## src/verilog/bcr_map.svh

```systemverilog
// Register offsets, field positions, reset values and timing counts for the calendar clock
`ifndef BCR_MAP_SVH
`define BCR_MAP_SVH
`define BCR_SEC_OFF 8'h00
`define BCR_MIN_OFF 8'h01
`define BCR_HOUR_OFF 8'h02
`define BCR_DAY_OFF 8'h03
`define BCR_MON_OFF 8'h04
`define BCR_YEAR_OFF 8'h05
`define BCR_WEEK_OFF 8'h06
`define BCR_ASEC_OFF 8'h08
`define BCR_AMIN_OFF 8'h09
`define BCR_AHOUR_OFF 8'h0a
`define BCR_ADAY_OFF 8'h0b
`define BCR_AMON_OFF 8'h0c
`define BCR_AYEAR_OFF 8'h0d
`define BCR_CTRL_OFF 8'h10
`define BCR_STAT_OFF 8'h11
`define BCR_IRQ_OFF 8'h12
`define BCR_COMPL_OFF 8'h13
`define BCR_COMPM_OFF 8'h14
`define BCR_BCK_FIRST_OFF 8'h17
`define BCR_BCK_LAST_OFF 8'h1b
`define BCR_SRC_OFF 8'h1f
// Control register fields
`define BCR_CTRL_RUN_BIT 0
`define BCR_CTRL_ROUND_BIT 1
`define BCR_CTRL_AUTOCOMP_BIT 2
`define BCR_CTRL_MODE12_BIT 3
// Status register fields
`define BCR_STAT_RUN_BIT 1
`define BCR_STAT_TICK_BIT 5
`define BCR_STAT_ALARM_BIT 6
// Interrupt register fields
`define BCR_IRQ_PER_LSB 0
`define BCR_IRQ_TIMER_BIT 2
`define BCR_IRQ_ALARM_BIT 3
`define BCR_IRQ_SLEEPMASK_BIT 4
// Reset values
`define BCR_DAY_RST 8'h01
`define BCR_MON_RST 8'h01
// Timing: prescaler modulus for one second of the 32 kHz source
`define BCR_PRESCALE_COUNT 32768
`endif

```

## src/verilog/bcr_pkg.sv

```systemverilog
// Types shared by the calendar clock files
package bcr_pkg;
  typedef enum logic [1:0] {
    BCR_PER_SEC = 2'b00,
    BCR_PER_MIN = 2'b01,
    BCR_PER_HOUR = 2'b10,
    BCR_PER_DAY = 2'b11
  } bcr_period_t;
  typedef logic [7:0] bcr_byte_t;
endpackage

```

## src/verilog/bcr_prescaler.sv

```systemverilog
// Second-tick prescaler on the 32 kHz enable, with hourly signed drift correction
`timescale 1ns/1ps
`include "bcr_map.svh"
module bcr_prescaler #(
  parameter int CNT_W = 16
) (
  input wire logic clk_in,
  input wire logic rst_n_in,
  input wire logic run_in,
  input wire logic tick32_in,
  input wire logic comp_apply_in,
  input wire logic [15:0] comp_in,
  output logic sec_tick_out
);
  localparam logic [CNT_W:0] MODULUS = (CNT_W+1)'(`BCR_PRESCALE_COUNT);
  logic [CNT_W:0] cnt_ff;
  logic [CNT_W:0] nxt_cnt;
  logic tick_ff;
  logic nxt_tick;

  // Count 32 kHz edges; a positive correction pre-advances the count so the second shortens
  always_comb begin
    nxt_cnt = cnt_ff;
    nxt_tick = 1'b0;
    if (run_in && tick32_in) begin
      // Signed compare, so a negative drift start lengthens the second
      if ($signed(cnt_ff) >= $signed(MODULUS - (CNT_W+1)'(1))) begin
        nxt_tick = 1'b1;
        // Signed drift added at the one-second point
        nxt_cnt = comp_apply_in ? (CNT_W+1)'({{(CNT_W-15){comp_in[15]}}, comp_in}) : '0;
      end else begin
        nxt_cnt = cnt_ff + (CNT_W+1)'(1);
      end
    end
  end

  always_ff @(posedge clk_in or negedge rst_n_in) begin
    if (!rst_n_in) begin
      cnt_ff <= '0;
      tick_ff <= 1'b0;
    end else begin
      cnt_ff <= nxt_cnt;
      tick_ff <= nxt_tick;
    end
  end

  assign sec_tick_out = tick_ff;
endmodule

```

## src/verilog/bcr_rtc.sv

```systemverilog
// BCD time and calendar clock core with alarm, periodic event, drift correction and backup bytes
// What this block does
// Keep seconds to weekday in BCD, calendar valid through year 2099.
// Year runs 00 to 99; years divisible by four are leap years.
// Month 01-12; day limit 31, 30, or February 29/28 by leap year.
// Weekday counter holds 0 through 6 only; a host write of the weekday still stores 7.
// Hours 00-23 in 24-hour mode; 1-12 plus afternoon flag otherwise.
// Minutes and seconds count 0-59, wrap, and carry upward.
// Host may write time registers while the clock runs.
// Clearing run-enable freezes counting; a status flag shows running.
// Round-to-minute snaps to nearest minute at next second, then self-clears.
// Periodic event each second, minute, hour or day as selected.
// Alarm event on time match; each event has its own enable.
// Sleep masking suppresses periodic events while asleep, unmasks on wake.
// Alarm may wake the platform; periodic event never does.
// Host changes control bit 5 only while the clock is stopped.
// Hourly, signed drift added to the 32 kHz prescaler at one second.
// Host reloads drift value before each hourly correction.
// Drift value acts as soon as written.
// Five byte-wide backup registers kept while backup supply stays.
// Boot selects pick default 32 kHz source; a control bit may switch.
// Afternoon flag in hour bit 7; zero in 24-hour mode.
// Seconds and minutes: tens in 6:4, units in 3:0, bit 7 zero.
// Weekday advances at midnight day rollover, wrapping 6 to 0.
`timescale 1ns/1ps
`include "bcr_map.svh"
module bcr_rtc (
  input wire logic clk_in,
  input wire logic rst_n_in,
  input wire logic tick32_in,
  input wire logic sleep_in,
  input wire logic boot_select_0_in,
  input wire logic boot_select_1_in,
  input wire logic [7:0] addr_in,
  input wire bcr_pkg::bcr_byte_t wdata_in,
  input wire logic wr_in,
  input wire logic rd_in,
  output bcr_pkg::bcr_byte_t rdata_out,
  output logic periodic_event_irq_out,
  output logic alarm_event_irq_out,
  output logic wakeup_out,
  output logic crystal_select_out
);
  import bcr_pkg::*;

  // Time and calendar registers
  bcr_byte_t sec_ff, min_ff, hour_ff, day_ff, mon_ff, year_ff, week_ff;
  bcr_byte_t nxt_sec, nxt_min, nxt_hour, nxt_day, nxt_mon, nxt_year, nxt_week;
  bcr_byte_t asec_ff, amin_ff, ahour_ff, aday_ff, amon_ff, ayear_ff;
  bcr_byte_t nxt_asec, nxt_amin, nxt_ahour, nxt_aday, nxt_amon, nxt_ayear;
  bcr_byte_t ctrl_ff, nxt_ctrl, irqc_ff, nxt_irqc, compl_ff, nxt_compl, compm_ff, nxt_compm;
  bcr_byte_t bck_ff [5];
  bcr_byte_t nxt_bck [5];
  logic tick_st_ff, nxt_tick_st, alarm_st_ff, nxt_alarm_st;
  logic xtal_ff, nxt_xtal, strap_done_ff, nxt_strap_done;
  bcr_byte_t rdata_ff, nxt_rdata;
  logic [1:0] t32_sync_ff, boot_select_0_sync_ff, boot_select_1_sync_ff, sleep_sync_ff;
  logic t32_prev_ff;
  logic [1:0] strap_wait_ff;
  logic sec_tick, per_hit, alarm_hit, hour_roll, comp_apply;
  logic mode12;

  // BCD increment with wrap; digit arithmetic shared by every counter except the weekday
  function automatic bcr_byte_t bcd_inc(input bcr_byte_t v, input bcr_byte_t top,
                                         input bcr_byte_t low);
    bcr_byte_t r;
    r = v;
    if (v >= top) begin
      r = low;
    end else if (v[3:0] == 4'h9) begin
      r = {v[7:4] + 4'h1, 4'h0};
    end else begin
      r = v + 8'h01;
    end
    return r;
  endfunction

  // Last day of the month, leap when the year is divisible by four
  function automatic bcr_byte_t month_last(input bcr_byte_t m, input bcr_byte_t y);
    bcr_byte_t r;
    logic leap;
    leap = ((y[4] == 1'b0) && (y[1:0] == 2'b00)) || ((y[4] == 1'b1) && (y[1:0] == 2'b10));
    if (m == 8'h02) begin
      r = leap ? 8'h29 : 8'h28;
    end else if (m == 8'h04 || m == 8'h06 || m == 8'h09 || m == 8'h11) begin
      r = 8'h30;
    end else begin
      r = 8'h31;
    end
    return r;
  endfunction

  // Pins and the 32 kHz source cross in through two flops each
  always_ff @(posedge clk_in or negedge rst_n_in) begin
    if (!rst_n_in) begin
      t32_sync_ff <= 2'h0;
      boot_select_0_sync_ff <= 2'h0;
      boot_select_1_sync_ff <= 2'h0;
      sleep_sync_ff <= 2'h0;
      t32_prev_ff <= 1'b0;
      strap_wait_ff <= 2'h0;
    end else begin
      strap_wait_ff <= {strap_wait_ff[0], 1'b1};
      t32_sync_ff <= {t32_sync_ff[0], tick32_in};
      boot_select_0_sync_ff <= {boot_select_0_sync_ff[0], boot_select_0_in};
      boot_select_1_sync_ff <= {boot_select_1_sync_ff[0], boot_select_1_in};
      sleep_sync_ff <= {sleep_sync_ff[0], sleep_in};
      t32_prev_ff <= t32_sync_ff[1];
    end
  end

  assign mode12 = ctrl_ff[`BCR_CTRL_MODE12_BIT];
  // Correction applies once per hour: the tick that opens the hour sets the length of the next second
  assign comp_apply = ctrl_ff[`BCR_CTRL_AUTOCOMP_BIT] && min_ff == 8'h59 && sec_ff == 8'h59;

  bcr_prescaler #(
    .CNT_W(16)
  ) u_prescaler (
    .clk_in(clk_in),
    .rst_n_in(rst_n_in),
    .run_in(ctrl_ff[`BCR_CTRL_RUN_BIT]),
    .tick32_in(t32_sync_ff[1] && !t32_prev_ff),
    .comp_apply_in(comp_apply),
    .comp_in({compm_ff, compl_ff}),
    .sec_tick_out(sec_tick)
  );

  // Counting, rounding and host writes; a host write of a field wins over the tick
  always_comb begin
    bcr_byte_t h;
    logic c_min, c_hour, c_day, c_mon;
    h = 8'h00;
    c_min = 1'b0;
    c_hour = 1'b0;
    c_day = 1'b0;
    c_mon = 1'b0;
    nxt_sec = sec_ff;
    nxt_min = min_ff;
    nxt_hour = hour_ff;
    nxt_day = day_ff;
    nxt_mon = mon_ff;
    nxt_year = year_ff;
    nxt_week = week_ff;
    nxt_ctrl = ctrl_ff;
    hour_roll = 1'b0;
    if (sec_tick) begin
      if (ctrl_ff[`BCR_CTRL_ROUND_BIT]) begin
        nxt_sec = 8'h00;
        c_min = (sec_ff >= 8'h30);
        nxt_ctrl[`BCR_CTRL_ROUND_BIT] = 1'b0;
      end else begin
        nxt_sec = bcd_inc(sec_ff, 8'h59, 8'h00);
        c_min = (sec_ff == 8'h59);
      end
      if (c_min) begin
        nxt_min = bcd_inc(min_ff, 8'h59, 8'h00);
        c_hour = (min_ff == 8'h59);
      end
      if (c_hour) begin
        hour_roll = 1'b1;
        h = {2'b00, hour_ff[5:0]};
        if (mode12) begin
          // 11 -> 12 flips the afternoon flag and closes the day at 11 PM -> 12 AM; 12 -> 1 keeps the flag
          nxt_hour = {hour_ff[7], 1'b0, 6'(bcd_inc(h, 8'h12, 8'h01))};
          if (h == 8'h11) begin
            nxt_hour[7] = ~hour_ff[7];
            c_day = hour_ff[7];
          end
        end else begin
          nxt_hour = bcd_inc(h, 8'h23, 8'h00);
          c_day = (h == 8'h23);
        end
      end
      if (c_day) begin
        nxt_week = (week_ff >= 8'h06) ? 8'h00 : week_ff + 8'h01;
        nxt_day = bcd_inc(day_ff, month_last(mon_ff, year_ff), 8'h01);
        c_mon = (day_ff >= month_last(mon_ff, year_ff));
      end
      if (c_mon) begin
        nxt_mon = bcd_inc(mon_ff, 8'h12, 8'h01);
        if (mon_ff == 8'h12) begin
          nxt_year = bcd_inc(year_ff, 8'h99, 8'h00);
        end
      end
    end
    // Writes land while running; no stop needed
    if (wr_in) begin
      if (addr_in == `BCR_SEC_OFF) begin
        nxt_sec = {1'b0, wdata_in[6:0]};
      end else if (addr_in == `BCR_MIN_OFF) begin
        nxt_min = {1'b0, wdata_in[6:0]};
      end else if (addr_in == `BCR_HOUR_OFF) begin
        nxt_hour = {wdata_in[7] & mode12, 1'b0, wdata_in[5:0]};
      end else if (addr_in == `BCR_DAY_OFF) begin
        nxt_day = {2'b00, wdata_in[5:0]};
      end else if (addr_in == `BCR_MON_OFF) begin
        nxt_mon = {3'b000, wdata_in[4:0]};
      end else if (addr_in == `BCR_YEAR_OFF) begin
        nxt_year = wdata_in;
      end else if (addr_in == `BCR_WEEK_OFF) begin
        nxt_week = {5'b00000, wdata_in[2:0]};
      end else if (addr_in == `BCR_CTRL_OFF) begin
        nxt_ctrl = wdata_in; // Bit 5 changed only while stopped, by host discipline
      end
    end
  end

  always_ff @(posedge clk_in or negedge rst_n_in) begin
    if (!rst_n_in) begin
      sec_ff <= 8'h00;
      min_ff <= 8'h00;
      hour_ff <= 8'h00;
      day_ff <= `BCR_DAY_RST;
      mon_ff <= `BCR_MON_RST;
      year_ff <= 8'h00;
      week_ff <= 8'h00;
      ctrl_ff <= 8'h00;
    end else begin
      sec_ff <= nxt_sec;
      min_ff <= nxt_min;
      hour_ff <= nxt_hour;
      day_ff <= nxt_day;
      mon_ff <= nxt_mon;
      year_ff <= nxt_year;
      week_ff <= nxt_week;
      ctrl_ff <= nxt_ctrl;
    end
  end

  // Periodic and alarm detection, evaluated on the freshly updated time
  always_comb begin
    case (bcr_period_t'(irqc_ff[`BCR_IRQ_PER_LSB +: 2]))
      BCR_PER_SEC: per_hit = 1'b1;
      BCR_PER_MIN: per_hit = (nxt_sec == 8'h00);
      BCR_PER_HOUR: per_hit = (nxt_sec == 8'h00) && (nxt_min == 8'h00);
      default: per_hit = (nxt_sec == 8'h00) && (nxt_min == 8'h00) && (nxt_day != day_ff);
    endcase
    alarm_hit = nxt_sec == asec_ff && nxt_min == amin_ff && nxt_hour == ahour_ff &&
                nxt_day == aday_ff && nxt_mon == amon_ff && nxt_year == ayear_ff;
  end

  // Alarm, event config, drift value, backup bytes, status and source select
  always_comb begin
    logic st_wr;
    st_wr = wr_in && addr_in == `BCR_STAT_OFF;
    nxt_asec = asec_ff;
    nxt_amin = amin_ff;
    nxt_ahour = ahour_ff;
    nxt_aday = aday_ff;
    nxt_amon = amon_ff;
    nxt_ayear = ayear_ff;
    nxt_irqc = irqc_ff;
    nxt_compl = compl_ff;
    nxt_compm = compm_ff;
    nxt_bck = bck_ff;
    nxt_xtal = xtal_ff;
    nxt_strap_done = strap_wait_ff[1]; // Wait until the strap syncs hold real pin levels
    // Boot straps pick the default source once after reset
    if (!strap_done_ff) begin
      nxt_xtal = boot_select_0_sync_ff[1] && !boot_select_1_sync_ff[1];
    end
    // Write-one-to-clear; a same-cycle event keeps the flag set
    nxt_tick_st = tick_st_ff & ~(st_wr & wdata_in[`BCR_STAT_TICK_BIT]);
    nxt_alarm_st = alarm_st_ff & ~(st_wr & wdata_in[`BCR_STAT_ALARM_BIT]);
    if (sec_tick && per_hit) begin
      nxt_tick_st = 1'b1;
    end
    if (sec_tick && alarm_hit) begin
      nxt_alarm_st = 1'b1;
    end
    if (wr_in) begin
      if (addr_in == `BCR_ASEC_OFF) begin
        nxt_asec = {1'b0, wdata_in[6:0]};
      end else if (addr_in == `BCR_AMIN_OFF) begin
        nxt_amin = {1'b0, wdata_in[6:0]};
      end else if (addr_in == `BCR_AHOUR_OFF) begin
        nxt_ahour = {wdata_in[7], 1'b0, wdata_in[5:0]};
      end else if (addr_in == `BCR_ADAY_OFF) begin
        nxt_aday = {2'b00, wdata_in[5:0]};
      end else if (addr_in == `BCR_AMON_OFF) begin
        nxt_amon = {3'b000, wdata_in[4:0]};
      end else if (addr_in == `BCR_AYEAR_OFF) begin
        nxt_ayear = wdata_in;
      end else if (addr_in == `BCR_IRQ_OFF) begin
        nxt_irqc = {3'b000, wdata_in[4:0]};
      end else if (addr_in == `BCR_COMPL_OFF) begin
        nxt_compl = wdata_in;
      end else if (addr_in == `BCR_COMPM_OFF) begin
        nxt_compm = wdata_in;
      end else if (addr_in >= `BCR_BCK_FIRST_OFF && addr_in <= `BCR_BCK_LAST_OFF) begin
        nxt_bck[3'(addr_in - `BCR_BCK_FIRST_OFF)] = wdata_in;
      end else if (addr_in == `BCR_SRC_OFF) begin
        nxt_xtal = wdata_in[0];
      end
    end
  end

  always_ff @(posedge clk_in or negedge rst_n_in) begin
    if (!rst_n_in) begin
      asec_ff <= 8'h00;
      amin_ff <= 8'h00;
      ahour_ff <= 8'h00;
      aday_ff <= `BCR_DAY_RST;
      amon_ff <= `BCR_MON_RST;
      ayear_ff <= 8'h00;
      irqc_ff <= 8'h00;
      compl_ff <= 8'h00;
      compm_ff <= 8'h00;
      for (int i = 0; i < 5; i++) begin
        bck_ff[i] <= 8'h00;
      end
      tick_st_ff <= 1'b0;
      alarm_st_ff <= 1'b0;
      xtal_ff <= 1'b0;
      strap_done_ff <= 1'b0;
    end else begin
      asec_ff <= nxt_asec;
      amin_ff <= nxt_amin;
      ahour_ff <= nxt_ahour;
      aday_ff <= nxt_aday;
      amon_ff <= nxt_amon;
      ayear_ff <= nxt_ayear;
      irqc_ff <= nxt_irqc;
      compl_ff <= nxt_compl;
      compm_ff <= nxt_compm;
      bck_ff <= nxt_bck;
      tick_st_ff <= nxt_tick_st;
      alarm_st_ff <= nxt_alarm_st;
      xtal_ff <= nxt_xtal;
      strap_done_ff <= nxt_strap_done;
    end
  end

  // Read mux; unmapped offsets answer zero
  always_comb begin
    nxt_rdata = 8'h00;
    if (rd_in) begin
      if (addr_in == `BCR_SEC_OFF) begin
        nxt_rdata = sec_ff;
      end else if (addr_in == `BCR_MIN_OFF) begin
        nxt_rdata = min_ff;
      end else if (addr_in == `BCR_HOUR_OFF) begin
        nxt_rdata = hour_ff;
      end else if (addr_in == `BCR_DAY_OFF) begin
        nxt_rdata = day_ff;
      end else if (addr_in == `BCR_MON_OFF) begin
        nxt_rdata = mon_ff;
      end else if (addr_in == `BCR_YEAR_OFF) begin
        nxt_rdata = year_ff;
      end else if (addr_in == `BCR_WEEK_OFF) begin
        nxt_rdata = week_ff;
      end else if (addr_in == `BCR_ASEC_OFF) begin
        nxt_rdata = asec_ff;
      end else if (addr_in == `BCR_AMIN_OFF) begin
        nxt_rdata = amin_ff;
      end else if (addr_in == `BCR_AHOUR_OFF) begin
        nxt_rdata = ahour_ff;
      end else if (addr_in == `BCR_ADAY_OFF) begin
        nxt_rdata = aday_ff;
      end else if (addr_in == `BCR_AMON_OFF) begin
        nxt_rdata = amon_ff;
      end else if (addr_in == `BCR_AYEAR_OFF) begin
        nxt_rdata = ayear_ff;
      end else if (addr_in == `BCR_CTRL_OFF) begin
        nxt_rdata = ctrl_ff;
      end else if (addr_in == `BCR_STAT_OFF) begin
        nxt_rdata[`BCR_STAT_RUN_BIT] = ctrl_ff[`BCR_CTRL_RUN_BIT];
        nxt_rdata[`BCR_STAT_TICK_BIT] = tick_st_ff;
        nxt_rdata[`BCR_STAT_ALARM_BIT] = alarm_st_ff;
      end else if (addr_in == `BCR_IRQ_OFF) begin
        nxt_rdata = irqc_ff;
      end else if (addr_in == `BCR_COMPL_OFF) begin
        nxt_rdata = compl_ff;
      end else if (addr_in == `BCR_COMPM_OFF) begin
        nxt_rdata = compm_ff;
      end else if (addr_in >= `BCR_BCK_FIRST_OFF && addr_in <= `BCR_BCK_LAST_OFF) begin
        nxt_rdata = bck_ff[3'(addr_in - `BCR_BCK_FIRST_OFF)];
      end else if (addr_in == `BCR_SRC_OFF) begin
        nxt_rdata = {7'h00, xtal_ff};
      end
    end
  end

  always_ff @(posedge clk_in or negedge rst_n_in) begin
    if (!rst_n_in) begin
      rdata_ff <= 8'h00;
    end else begin
      rdata_ff <= nxt_rdata;
    end
  end

  // Event outputs: sticky flags gated by enables; sleep hides the periodic one
  assign rdata_out = rdata_ff;
  assign periodic_event_irq_out = tick_st_ff && irqc_ff[`BCR_IRQ_TIMER_BIT] &&
      !(irqc_ff[`BCR_IRQ_SLEEPMASK_BIT] && sleep_sync_ff[1]);
  assign alarm_event_irq_out = alarm_st_ff && irqc_ff[`BCR_IRQ_ALARM_BIT];
  assign wakeup_out = alarm_event_irq_out; // Periodic event never wakes
  assign crystal_select_out = xtal_ff;
endmodule

```

## config.mk

```make
export PLATFORM = sky130hd
export DESIGN_NAME = bcr_rtc
export DESIGN_NICKNAME = d
export VERILOG_FILES = /design/src/verilog/bcr_pkg.sv /design/src/verilog/bcr_prescaler.sv /design/src/verilog/bcr_rtc.sv
export VERILOG_INCLUDE_DIRS = /design/src /design/src/verilog
export SDC_FILE = /design/constraint.sdc
export NUM_CORES = 1
export LEC_CHECK = 0
export ABC_AREA = 1
export BUFFER_PORTS_ARGS = -buffer_cell sky130_fd_sc_hd__buf_2
export CAP_MARGIN = 10
export CORE_MARGIN = 1
export CORE_UTILIZATION = 50
export DETAILED_ROUTE_END_ITERATION = 8
export GPL_TIMING_DRIVEN = 0
export PLACE_DENSITY_LB_ADDON = 0.3
export SLEW_MARGIN = 5
export SYNTH_ARGS = -nofsm -noshare
export SYNTH_HDL_FRONTEND = slang
export SYNTH_HIERARCHICAL = 1
export SYNTH_SLANG_ARGS = --single-unit
```

## constraint.sdc

```tcl
create_clock -name clk_in -period 3.55 [get_ports clk_in]
set_input_delay 0.5325 -clock clk_in [delete_from_list [all_inputs] [get_ports clk_in]]
set_output_delay 0.5325 -clock clk_in [all_outputs]
set_load 0.005 [all_outputs]
```

==> summary.md <==
| Metric | Value |
|---|---|
| Main synth FF type | `dfrtp_1` |
| Post-synthesis sequential area ratio | `37.16%` |
| Share of cells above drive strength 1 | `~11%` |
| Nature of the critical path endpoint | `flop` |
| Antenna violations before repair | `1` |
| Max H-tree Level | `1` |
| TritonCTS buffer count | `25` |
| Vias per cell | `roughly 5.6` |
| Netlist cell types | `between 50 and 60` |
| Vias in the first global route | `13.05k` |
| DRT iter0 DRCs | `1,490` |
| Fmax | `303.5 MHz` |
| CTS root buf | `clkbuf_16` |
| Area contributors post-synth | `dfrtp_1, nand2_1, nand3_1` |
| Crit-path slowest cell | `dfstp_2` |
| Pwr Density | `383.6 nW/µm²` |
| Reg2Reg Depth | `15` |
| Via count | `14.11k` |
| Post-CTS Hold Fix Bufs | `0` |
| Final GP Congestion | `between 0.9 and 1` |
| DRC | `0` |
| Avg WL per Cell | `18.66 µm` |
| Final setup violation count | `0` |
| Number of synthesized flops with an enable pin | `0` |
| Fin Hold WS | `-0.04942 ns` |
| Flip-flop and latch area | `just over 5000 µm²` |
| Largest net degree at the start of global routing | `113` |
| Area share of the largest cell type after synthesis | `a little over a third` |
| Worst Path Arrival | `3.79 ns` |
| Status | `complete, but fails checks` |
| Reg-to-reg startpoint | `mon_ff[0]` |
| CTS tree | `done` |
| CTS sink cnt | `206` |
| Final Slew Violations | `0` |
| NumNets Final | `2,161` |
| Data required time of the worst path | `4.04 ns` |
| Final Cycle Share | `92.82%` |
| Port Buffers | `35` |
| Worst slack, placed | `-0.1804 ns` |
| Peak VDD IR | `330.2 µV` |
| All-Layer GR Usage | `33.35%` |
| RSZ-0062 raised after global routing | `false` |
| Synth area leader | `dfrtp_1` |
| Synth async-reset ratio | `100.0%` |
| Failing checks | `hold timing` |
| P&R area growth vs syn | `11.99%` |
| First-pass GRT wire length | `around 73,000 µm` |
| FF+latch count, synth | `between 200 and 250` |
| Worst Skew | `0.01797 ns` |
| Ys Warns | `6` |
| Reg clk slew, reported paths | `0.07 ns` |
| Ports | `36` |
| Die H | `168.6 µm` |
| Most frequent cell after synthesis | `nand2_1` |
| Synth cell count leaders | `nand2_1, inv_1, dfrtp_1` |
| Area taken by multi-input logic gates | `7559 µm²` |
| Slew HR | `41.02%` |
| Final WL | `around 47,000 µm` |
| Finished Core Util | `57.37%` |
| Syn_area_per_cell | `approximately 6.8 µm²` |
| Worst Tran Pin Value | `0.8847 ns` |
| Die area | `about 28,000 µm²` |
| Reg2reg setup slack | `between 0.2 and 0.3 ns` |
| Crit-path max cell delay | `0.63 ns` |
| Routed Antenna Nets | `0` |
| Rows | `60` |
| Worst Path Max Fanout | `8` |
| HPWL after detailed placement | `about 35,000 µm` |
| Filler cells | `2,627` |
| Core area | `27,100 µm²` |
| Die width | `between 150 and 200 µm` |
| Hold crit path type | `in2async` |
| Kind of critical path | `reg2reg` |
| Startpoint types | `flop` |
| Clk_lat worst skew | `0.56 ns` |
| CTS Buffer Depth | `3` |
| Final WS setup | `0.2550 ns` |
| Hold Vio Cnt, Final | `14` |
| Tmin final | `3.295 ns` |
| Initial core utilization | `51.23%` |
| Post-Synthesis Cells | `2,043` |
| Drt pass-1 iters | `6` |
| Overflow after GRT | `0` |
| P_leak | `7.664 nW` |
| Worst path cell trace | `nand4_1 -> a21oi_1 -> nor3_1 -> ha_1 -> nand3_2 -> o211ai_4 -> buf_4 -> nand2_1 -> o21ai_0 -> a21oi_1 -> nor2_2 -> nand3_1 -> nor2_1 -> nand4_1 -> nand2_1` |
| Post-Syn Area | `13,880 µm²` |
| Maxcap violations | `0` |
| Syn Nets | `2,093` |
| Worst r2r dst | `alarm_st_ff` |
## what timing repair did
| action | CTS | global route |
|---|---|---|
| resized for setup | 1 | 17 |
| buffers inserted | 3 | 3 |
| pin swaps | 1 | 0 |
| setup endpoints to repair | 2 | 2 |
## worst max path at each step
stage,start,to,cells after the start
finish,mon_ff[0],alarm_st_ff,15
global route,mon_ff[5],alarm_st_ff,23
CTS,mon_ff[3],alarm_st_ff,20
detailed placement,addr_in[0],bck_ff[14],16
global placement,rst_n_in,u_prescaler/cnt_ff[7],1
floorplan,mon_ff[3],tick_st_ff,23
## worst max-delay path, delay by kind of cell, from the launching register on
| family | cells | cell delay, ns |
|---|---|---|
| AOI/OAI and AO/OA | 4 | 0.76 |
| adders and majority gates | 1 | 0.29 |
| DFF | 1 | 0.63 |
| and+or+nand+nor | 9 | 1.39 |
| buffers and inverters | 1 | 0.16 |
## metrics by stage
step	instance area (µm²)	total power [W]	cells	TNS, ns
global route	15540	0.006146	2502	0
CTS	15480	0.005954	2500	0
global placement	14530	0.003197	2450	-312.94
finish	15550	0.005964	2505	0
floorplan	13880	0.002943	2043	0
detailed placement	14560	0.003214	2451	-2.991
## flip-flops by register name, indices dropped and copies added (netlist names), 6 cells and up
name and count:
bck_ff 40, u_prescaler/cnt_ff 17, ayear_ff 8, compl_ff 8, compm_ff 8, ctrl_ff 8, day_ff 8, hour_ff 8
min_ff 8, mon_ff 8, rdata_out 8, sec_ff 8, week_ff 8, year_ff 8, ahour_ff 7, amin_ff 7
asec_ff 7, aday_ff 6
## final cells by class
cell class                 count  share of cell area (%)
multi-input combinational   1531                   48.61
sequential                   206                   33.22
inverter                     252                   6.116
clock buffer                  28                   4.289
tap                          372                   2.993
buffer                        53                   1.666
timing repair buffer          42                   1.658
clock inverter                18                   1.400
antenna                        3                 0.04828
## report_power, final
group | internal, W | switching, W | total [W]
registers | 0.00245 | 0.000114 | 0.00256
clock network | 0.00165 | 0.00111 | 0.00277
logic | 0.000186 | 0.000447 | 0.000633
total | 0.00429 | 0.00167 | 0.00596
## cells in the final DEF, fill, tap and decap left out, drive strengths merged, types with 2 or more instances in the layout
cell	instances
o21ai	181
o41ai	2
bufinv	4
a21oi	78
a221oi	16
clkbuf	61
xnor2	4
o21a	2
o211ai	9
ha	26
diode	3
nor2	198
a211oi	5
buf	62
nand4	35
nor3	15
nor4	3
o22ai	10
nand2	708
inv	247
o221ai	3
nand3b	9
clkinvlp	2
a41oi	2
o21bai	5
xor2	9
dfrtp	202
clkinv	17
dfstp	4
nand3	202
## layer usage
layer | part of all wire (%) | track usage [%]
met2 | 45 | 51.83
met1 | 44 | 46.65
met5 | 0 | 0
met4 | 3.5 | 12.69
met3 | 8.2 | 5.518
## kinds of logic (layout without fill, tap and decap cells)
| group | Yosys count | after routing | synth area share (%) |
|---|---|---|---|
| buf+inv | 306 | 393 | 8.741 |
| other cells | 1 | 4 | 0.02701 |
| xor+xnor | 13 | 13 | 0.8200 |
| fa+ha+maj | 26 | 26 | 2.343 |
| compound gates | 317 | 317 | 12.68 |
| simple gates | 1173 | 1173 | 38.15 |
| flops | 206 | 206 | 37.16 |
| mux | 1 | 1 | 0.07209 |
No activity file was read; power rests on OpenSTA's default activity.
